<file path="src/rtl/pew_pkg.sv">
// Package: constants and carrier types for the paged EEPROM host controller
package pew_pkg;
   // ==========================================================
   // Geometry
   localparam int ADDR_W     = 13;
   localparam int DATA_W     = 8;
   localparam int COL_W      = 6;
   localparam int PAGE_BYTES = 64;
   // ==========================================================
   // Timing, figures as printed and clock rate
   localparam int CLK_HZ       = 25_000_000;
   localparam int CLK_NS       = 40;
   localparam int WP_NS        = 150;    // Least write pulse
   localparam int NOISE_NS     = 20;     // Shorter pulses are noise
   localparam int BLC_MIN_NS   = 200;    // Least byte-load spacing
   localparam int BLC_MAX_US   = 200;    // Byte-load window close
   localparam int WC_MS        = 10;     // Internal write, longest
   localparam int ACC_NS       = 250;    // Read access
   localparam int WP_CYC  = (WP_NS + CLK_NS - 1) / CLK_NS;
   localparam int BLC_MIN_CYC = (BLC_MIN_NS + CLK_NS - 1) / CLK_NS;
   localparam int BLC_MAX_CYC = BLC_MAX_US * (CLK_HZ / 1_000_000);
   localparam int WC_CYC  = WC_MS * (CLK_HZ / 1_000);
   localparam int ACC_CYC = (ACC_NS + CLK_NS - 1) / CLK_NS + 1;
   localparam int CNT_W   = 20;
   // ==========================================================
   // Carriers
   typedef struct packed {
      logic              chip_sel_n;
      logic              out_en_n;
      logic              write_en_n;
      logic [ADDR_W-1:0] addr;
   } pew_bus_t;

   typedef struct packed {
      logic              wr;
      logic [ADDR_W-1:0] addr;
      logic [DATA_W-1:0] data;
   } pew_req_t;

   typedef enum logic [1:0] {
      OP_READ,
      OP_WRITE,
      OP_LAST
   } pew_op_t;
endpackage : pew_pkg

</file>
<file path="src/rtl/pew_host.sv">
// Host controller driving a paged byte-wide EEPROM through its pins
// Overview of operation
// RL1: Write only with select low, enable high
// RL2: Device drives data only in read mode
// RL3: Read: address, then select, enable; write high
// RL4: Device latches transparent during read
// RL5: Address on later fall, data earliest rise
// RL6: Write pulse held at least minimum width
// RL7: One to 64 bytes per page load
// RL8: Row bits latched on first byte only
// RL9: Column bits latched on every byte
// RL10: Rising edge latches data, starts load timer
// RL11: Window expiry starts internal write, 10 ms
// RL12: Holding write low extends page load
// RL13: Device erases before programming automatically
// RL14: Busy read returns inverted last byte
// RL15: Polling during page load returns inverse
// RL16: Polling read uses normal read timing
// RL17: Poll until last byte reads true
// RL18: Completion line low from write start
// RL19: Completion line is open drain
// RL20: Power-up lockout until fresh write fall
// RL21: Optional chip erase with elevated enable
// RL22: Byte loads spaced 0.2 us, window 200 us
// RL23: Write pulses under 20 ns are noise
// RL24: Timeouts are counters from clock period
// RL25: Select-controlled writes mirror enable-controlled
module pew_host #(
   parameter int BLC_MAX_CYC = pew_pkg::BLC_MAX_CYC,
   parameter int WC_CYC      = pew_pkg::WC_CYC
) (
   input  wire logic                        sys_clk,
   input  wire logic                        reset,
   input  wire logic                        req_valid,
   output logic                             req_ready,
   input  wire pew_pkg::pew_req_t           req,
   input  wire logic                        req_last,
   output logic                             rsp_valid,
   output logic [pew_pkg::DATA_W-1:0]       rsp_data,
   output logic                             busy,
   output logic                             poll_timeout,
   output pew_pkg::pew_bus_t                mem_bus,
   output logic [pew_pkg::DATA_W-1:0]       mem_data_out,
   output logic                             mem_data_oe_n,
   input  wire logic [pew_pkg::DATA_W-1:0]  mem_data_in,
   input  wire logic                        mem_ready_in
);
   // ==========================================================
   // State
   typedef enum logic [2:0] {
      ST_IDLE, ST_RD, ST_WR_LOW, ST_WR_GAP, ST_POLL, ST_POLL_GAP
   } pew_state_t;

   pew_state_t                    state;
   pew_state_t                    next_state;
   logic [pew_pkg::CNT_W-1:0]     cnt;
   logic [pew_pkg::CNT_W-1:0]     wait_cnt;
   logic [pew_pkg::ADDR_W-1:0]    last_addr;
   logic [pew_pkg::DATA_W-1:0]    last_data;
   logic [6:0]                    page_cnt;
   logic [pew_pkg::ADDR_W-1:0]    addr;
   logic [pew_pkg::DATA_W-1:0]    wdata;
   logic                          sel_n;
   logic                          oe_n;
   logic                          we_n;
   logic [pew_pkg::DATA_W-1:0]    data_sync;
   logic                          ready_sync;

   localparam logic [pew_pkg::CNT_W-1:0] WP_C =
      pew_pkg::CNT_W'(pew_pkg::WP_CYC);
   localparam logic [pew_pkg::CNT_W-1:0] GAP_C =
      pew_pkg::CNT_W'(pew_pkg::BLC_MIN_CYC);
   localparam logic [pew_pkg::CNT_W-1:0] ACC_C =
      pew_pkg::CNT_W'(pew_pkg::ACC_CYC + 3);
   localparam logic [pew_pkg::CNT_W-1:0] WC_C =
      pew_pkg::CNT_W'(WC_CYC + BLC_MAX_CYC);
   localparam logic [6:0] PAGE_C = 7'(pew_pkg::PAGE_BYTES);

   // ==========================================================
   // Pin input synchronisers
   pew_sync #(.W(pew_pkg::DATA_W + 1),
              .INIT({1'b1, {pew_pkg::DATA_W{1'b0}}})) u_sync (
      .sys_clk (sys_clk),
      .reset   (reset),
      .din     ({mem_ready_in, mem_data_in}),
      .dout    ({ready_sync, data_sync})
   );

   // ==========================================================
   // Decode
   wire cnt_done   = (cnt == '0);
   wire same_page  = (req.addr[pew_pkg::ADDR_W-1:pew_pkg::COL_W] ==
                      last_addr[pew_pkg::ADDR_W-1:pew_pkg::COL_W]);
   wire page_full  = (page_cnt == PAGE_C);
   wire loading    = (state == ST_WR_GAP);
   // Next write joins the page only on the same row while the page is not full
   wire join_ok    = req.wr && same_page && !page_full;   // see RL7 RL8
   wire poll_match = (data_sync == last_data);             // see RL17
   wire wait_over  = (wait_cnt == '0);
   wire take_idle  = (state == ST_IDLE) && req_valid;
   wire take_gap   = loading && cnt_done && req_valid && join_ok;
   // Strobe stays low until a next byte or the page end is known
   wire hold_done  = req_valid || req_last || page_full;   // see RL12
   assign req_ready = take_idle || take_gap;
   assign busy      = (state != ST_IDLE) && (state != ST_RD);
   // Address moves one cycle ahead of any control falling
   wire addr_moves = (req_ready && req_valid) ||
                     (loading && (next_state == ST_POLL));  // see RL3

   // ==========================================================
   // Next state
   always_comb begin
      next_state = state;
      unique case (state)
         ST_IDLE: begin
            if (req_valid) begin
               next_state = req.wr ? ST_WR_LOW : ST_RD;
            end
         end
         ST_RD: begin
            if (cnt_done) begin
               next_state = ST_IDLE;
            end
         end
         ST_WR_LOW: begin
            if (cnt_done && hold_done) begin
               next_state = ST_WR_GAP;                 // see RL12
            end
         end
         ST_WR_GAP: begin
            if (take_gap) begin
               next_state = ST_WR_LOW;
            end else if (cnt_done && (req_last || page_full ||
                         (req_valid && !join_ok))) begin
               next_state = ST_POLL;                   // see RL11
            end
         end
         ST_POLL: begin
            if (cnt_done) begin
               next_state = ST_POLL_GAP;
            end
         end
         ST_POLL_GAP: begin
            if (poll_match && ready_sync) begin
               next_state = ST_IDLE;                   // see RL17
            end else if (wait_over) begin
               next_state = ST_IDLE;
            end else begin
               next_state = ST_POLL;
            end
         end
      endcase
   end

   // ==========================================================
   // Sequencer and pins
   always_ff @(posedge sys_clk) begin
      if (reset) begin
         state <= ST_IDLE;
         cnt   <= '0;
      end else begin
         state <= next_state;
         if (next_state != state) begin
            unique case (next_state)
               ST_RD, ST_POLL: cnt <= ACC_C;           // see RL16
               ST_WR_LOW:      cnt <= WP_C;            // see RL6 RL23
               ST_WR_GAP:      cnt <= GAP_C;           // see RL22
               default:        cnt <= '0;
            endcase
         end else if (!cnt_done) begin
            cnt <= cnt - 1'b1;
         end
      end
   end

   always_ff @(posedge sys_clk) begin
      if (reset) begin
         wait_cnt <= '0;
      end else if (state == ST_WR_GAP && next_state == ST_POLL) begin
         wait_cnt <= WC_C;                             // see RL24
      end else if (!wait_over) begin
         wait_cnt <= wait_cnt - 1'b1;
      end
   end

   always_ff @(posedge sys_clk) begin
      if (reset) begin
         last_addr <= '0;
         last_data <= '0;
         page_cnt  <= '0;
      end else if (req_ready && req_valid && req.wr) begin
         last_addr <= req.addr;                        // see RL9
         last_data <= req.data;
         page_cnt  <= take_idle ? 7'd1 : page_cnt + 7'd1;
      end
   end

   // Address stable before select falls, write high whole read
   always_ff @(posedge sys_clk) begin
      if (reset) begin
         addr  <= '0;
         wdata <= '0;
         sel_n <= 1'b1;
         oe_n  <= 1'b1;
         we_n  <= 1'b1;
      end else begin
         if (req_ready && req_valid) begin
            addr  <= req.addr;
            wdata <= req.data;
         end else if (next_state == ST_POLL) begin
            addr  <= last_addr;
         end
         // Write mode: select low, enable high, write low
         sel_n <= addr_moves || (next_state == ST_IDLE) ||
                  (loading && (next_state == ST_WR_GAP)); // see RL1 RL3
         oe_n  <= addr_moves || !((next_state == ST_RD) ||
                  (next_state == ST_POLL));              // see RL3 RL16
         we_n  <= addr_moves || (next_state != ST_WR_LOW); // see RL5 RL20
      end
   end

   always_ff @(posedge sys_clk) begin
      if (reset) begin
         rsp_valid    <= 1'b0;
         rsp_data     <= '0;
         poll_timeout <= 1'b0;
      end else begin
         rsp_valid <= (state == ST_RD) && cnt_done;
         if ((state == ST_RD) && cnt_done) begin
            rsp_data <= data_sync;
         end
         if (take_idle) begin
            poll_timeout <= 1'b0;
         end else if (state == ST_POLL_GAP && wait_over &&
                      !(poll_match && ready_sync)) begin
            poll_timeout <= 1'b1;
         end
      end
   end

   assign mem_bus.chip_sel_n = sel_n;
   assign mem_bus.out_en_n   = oe_n;
   assign mem_bus.write_en_n = we_n;
   assign mem_bus.addr       = addr;
   assign mem_data_out       = wdata;
   // Drive data only in the write-low state, from a cycle before the pulse falls
   assign mem_data_oe_n      = !(state == ST_WR_LOW);   // see RL2

   // ==========================================================
   // Checks
   no_drive_read_a: assert property (@(posedge sys_clk) disable iff (reset)
      !oe_n |-> mem_data_oe_n && we_n)                  // see RL2
      else $error("bus contention during read");
   write_mode_a: assert property (@(posedge sys_clk) disable iff (reset)
      !we_n |-> !sel_n && oe_n)                         // see RL1
      else $error("write strobe outside write mode");
   pulse_width_a: assert property (@(posedge sys_clk) disable iff (reset)
      $fell(we_n) |-> !we_n [*4])                       // see RL6
      else $error("write pulse too short");
   gap_width_a: assert property (@(posedge sys_clk) disable iff (reset)
      $rose(we_n) |-> we_n [*5])                        // see RL22
      else $error("byte loads spaced too closely");
   read_hold_a: assert property (@(posedge sys_clk) disable iff (reset)
      $fell(oe_n) |-> !oe_n [*8])                       // see RL16
      else $error("read shorter than access time");
   page_limit_a: assert property (@(posedge sys_clk) disable iff (reset)
      page_cnt <= PAGE_C)                               // see RL7
      else $error("page overrun");
   same_page_a: assert property (@(posedge sys_clk) disable iff (reset)
      take_gap |-> req.addr[pew_pkg::ADDR_W-1:pew_pkg::COL_W] ==
         mem_bus.addr[pew_pkg::ADDR_W-1:pew_pkg::COL_W])  // see RL8
      else $error("page crossed in one load");
   poll_addr_a: assert property (@(posedge sys_clk) disable iff (reset)
      $fell(oe_n) && busy |-> addr == last_addr)        // see RL17
      else $error("poll at wrong address");
   cov_read_c:  cover property (@(posedge sys_clk) rsp_valid);
   cov_page_c:  cover property (@(posedge sys_clk) take_gap);
   cov_done_c:  cover property (@(posedge sys_clk)
      state == ST_POLL_GAP && poll_match && ready_sync);
   cov_hold_c:  cover property (@(posedge sys_clk)
      state == ST_WR_LOW && cnt_done && !hold_done);
endmodule // pew_host

</file>
<file path="src/rtl/pew_sync.sv">
// Three-stage synchroniser with agreement of the last two stages
module pew_sync #(
   parameter int          W    = 1,
   parameter logic [W-1:0] INIT = '0
) (
   input  wire logic         sys_clk,
   input  wire logic         reset,
   input  wire logic [W-1:0] din,
   output logic      [W-1:0] dout
);
   logic [W-1:0] s1;
   logic [W-1:0] s2;
   logic [W-1:0] s3;

   genvar i;
   generate
      for (i = 0; i < W; i++) begin : g_bit
         always_ff @(posedge sys_clk) begin
            if (reset) begin
               s1[i]   <= INIT[i];
               s2[i]   <= INIT[i];
               s3[i]   <= INIT[i];
               dout[i] <= INIT[i];
            end else begin
               s1[i] <= din[i];
               s2[i] <= s1[i];
               s3[i] <= s2[i];
               if (s2[i] == s3[i]) begin
                  dout[i] <= s3[i];
               end
            end
         end
      end
   endgenerate
endmodule // pew_sync

</file>
<file path="config.mk">
export PLATFORM = sky130hd
export DESIGN_NAME = pew_host
export DESIGN_NICKNAME = d
export VERILOG_FILES = /design/src/rtl/pew_pkg.sv /design/src/rtl/pew_host.sv /design/src/rtl/pew_sync.sv
export SDC_FILE = /design/constraint.sdc
export NUM_CORES = 1
export LEC_CHECK = 0
export BUFFER_PORTS_ARGS = -buffer_cell sky130_fd_sc_hd__buf_2
export CAP_MARGIN = 20
export CORE_MARGIN = 2
export CORE_UTILIZATION = 38
export DETAILED_ROUTE_END_ITERATION = 10
export SLEW_MARGIN = 25
export SYNTH_ARGS = -nofsm -noshare
export SYNTH_HDL_FRONTEND = slang
export SYNTH_HIERARCHICAL = 1
export SYNTH_SLANG_ARGS = --single-unit
</file>
<file path="constraint.sdc">
create_clock -name sys_clk -period 4.1 [get_ports sys_clk]
set_clock_uncertainty 0.1 [all_clocks]
set_input_delay 0.615 -clock sys_clk [delete_from_list [all_inputs] [get_ports sys_clk]]
set_output_delay 0.615 -clock sys_clk [all_outputs]
set_load 0.02 [all_outputs]
</file>
==> reports/metrics.cfg <==
[synth]
synth.top_cell.area_share = 0.470
synth_common_cells = dfxtp_1, nor2_1, nand2_1
syn-num-nets = 728
syn_avg_cell_area_sq_um = 8.72
ys_top_cells_by_area = dfxtp_1, nor2_1, xnor2_1
synth_edf_count = 0
async_flop_share = 0
synth.most_common_cell = dfxtp_1
netlist_instances = 689
yosysTopAreaCell = dfxtp_1
synth_area_sq_um = 6010
ys.flop_type = dfxtp_1
ys_seq_elements = 141
ys_seq_area_frac = 0.470
synth.distinct_cells = 65
synth_warnings = 6

[final_layout]
design_area_sq_um = 6990
diodes = 0
final_nets = 779
syn_to_final_growth_pct = 16.4
instances_no_fill = 963
drive_above_1_share = 0.161

[critical_path]
start_kind = flop
cp.required_ns = 3.38
cp_num_buf_inv = 3
critPathArrivalTime_ns = 3.07
cp_top_family = simple AND/OR/NAND/NOR gates
path_cells = inv_1 -> ha_1 -> or4b_1 -> or4_4 -> nor3_1 -> a31o_2 -> nand2_1 -> inv_1 -> buf_2
path_max_fanout = 10
crit_type = reg -> out
crit_path_frequent_cell = inv_1
path_depth = 9
critPathMaxStageDelay_ns = 0.63
endpoint_kind = output pin
slowest_stage = or4_4
ff2ff_path_depth = 9

[placed_design]
place_hpwl_mm = 9.79
placed_cells = 932
port_buffers = 71
place.gp.congestion = 0.863
dpl_cell_area_sq_um = 6440

[cts]
clock-sinks = 141
cts_max_level = 4
post_cts_buffers = 0
worstSkewPairLatency_ns = 0.42
hold_buffers = 0
clk_path_buf_depth = 2
cts_tree = done
root_buffer = clkbuf_16
numCtsBuffers = 17
clkTransAtPathRegs_ns = 0.06
cts-resized-gates = 0

[power]
vdd_drop_max_uv = 309
p_leak_nw = 2.77
power.total_mw = 4.96
cellPowerDensity_nw_per_um2 = 709

[grt]
grt_antenna_before_repair = 0
grt_start_max_net_pins = 66
grtUsageTotal = 0.173
grt-ovfl-total = 0
grt_pass1_wl_mm = 23.0
grt_pass1_vias = 4803

[detailed_routing]
wirelength_mm = 13.9
wl_per_cell_um = 14.4
dr.pass1.iters = 4
drc = 0
avgViaCountPerCell = 5.27
drt_iter0_drc = 339
ant_nets = 0
vias = 5075

[floorplanning]
initial_core_util = 0.392
ioPinCount = 72
placeableCoreArea_sq_um = 15300
rows = 45
die_height_um = 130
die_w_um = 130
dieArea_sq_um = 16800

[sta]
tightestPinTransition_ns = 0.757
slew_headroom = 0.495
fin_setup_tns_ns = 0
rsz0062_at_grt = no
finalHoldViolCount = 0
min_period_ns = 3.79
slew_viol_final = 0
setup_viol = 0
whs_ns = 0.290
fmax_mhz = 264
period_share = 0.923

[job]
drv_cap = 0

[worst_hold_path]
hold_class = in -> reg
worstHoldPathCells = 2

[outcome]
status = completed

==> cell type report <==
| class | count | area, sq um |
|---|---|---|
| Inverter | 17 | 63.8 |
| Clock buffer | 17 | 425 |
| Fill cell | 1534 | 8320 |
| Sequential cell | 141 | 2820 |
| Multi-Input combinational cell | 487 | 2900 |
| Tap cell | 211 | 264 |
| Clock inverter | 14 | 124 |
| Timing Repair Buffer | 76 | 395 |
==> where the power goes <==
group	internal, mW	switching, mW
clock network	0.828	0.583
registers	1.60	0.200
logic	0.670	1.08
==> registers in the layout, indices dropped and copies added, names as in the netlist <==
name	flops
sel_n	1
u_sync/s2	9
rsp_valid	1
last_data	8
last_addr	13
u_sync/dout	9
wait_cnt	20
u_sync/s1	9
rsp_data	8
state	3
oe_n	1
cnt	20
u_sync/s3	9
addr	13
mem_data_out	8
poll_timeout	1
we_n	1
page_cnt	7
==> placed cells by master, fill, tap and decap left out, types with 18 or more instances in the layout <==
cell type / count
nor3_1: 30
nand2_1: 62
buf_2: 70
a21oi_1: 53
nor2_1: 78
xnor2_1: 33
mux2i_1: 18
nand3_1: 38
nor2b_1: 25
o21ai_0: 25
dfxtp_1: 141
==> metrics by stage <==
step           setup slack, ns  utilization
6_report                 0.315        0.457
5_1_grt                  0.135        0.457
4_1_cts                  0.285        0.457
3_5_place_dp             0.614        0.421
3_3_place_gp             0.744        0.421
2_1_floorplan            0.641            -
==> path summary, 6_finish.rpt <==
path                                start                      end  slack [ns]
setup reg to reg      cnt[0]$_SDFFE_PP0P_    addr[12]$_SDFFE_PP0P_        0.60
hold reg to reg   u_sync/s1[8]$_SDFF_PP1_  u_sync/s2[8]$_SDFF_PP1_        0.32
hold / removal               mem_ready_in  u_sync/s1[8]$_SDFF_PP1_        0.29
setup / recovery      cnt[0]$_SDFFE_PP0P_                req_ready        0.31
==> worst reg2reg max path, delay by kind of cell, from the launching register on <==
family	cells	cell delay (ns)
flops	1	0.33
compound gates	4	1.17
fa+ha+maj	1	0.19
buf+inv	1	0.06
simple gates	3	1.55
==> routing by layer <==
layer,global-route usage,wire length [um]
met4,0.0911,414
met2,0.281,6640
met5,0,0
met1,0.211,6120
met3,0.0447,684
==> logic make-up after synthesis <==
family	Yosys count	share of synthesized area
flip-flops	141	0.470
adder cells (fa/ha/maj)	4	0.00833
AO/OA/AOI/OAI	122	0.130
multiplexers	18	0.0300
XOR/XNOR	48	0.0700
AND/OR/NAND/NOR	295	0.245
buffers and inverters	61	0.0479
(Power assumes the default switching activity.)
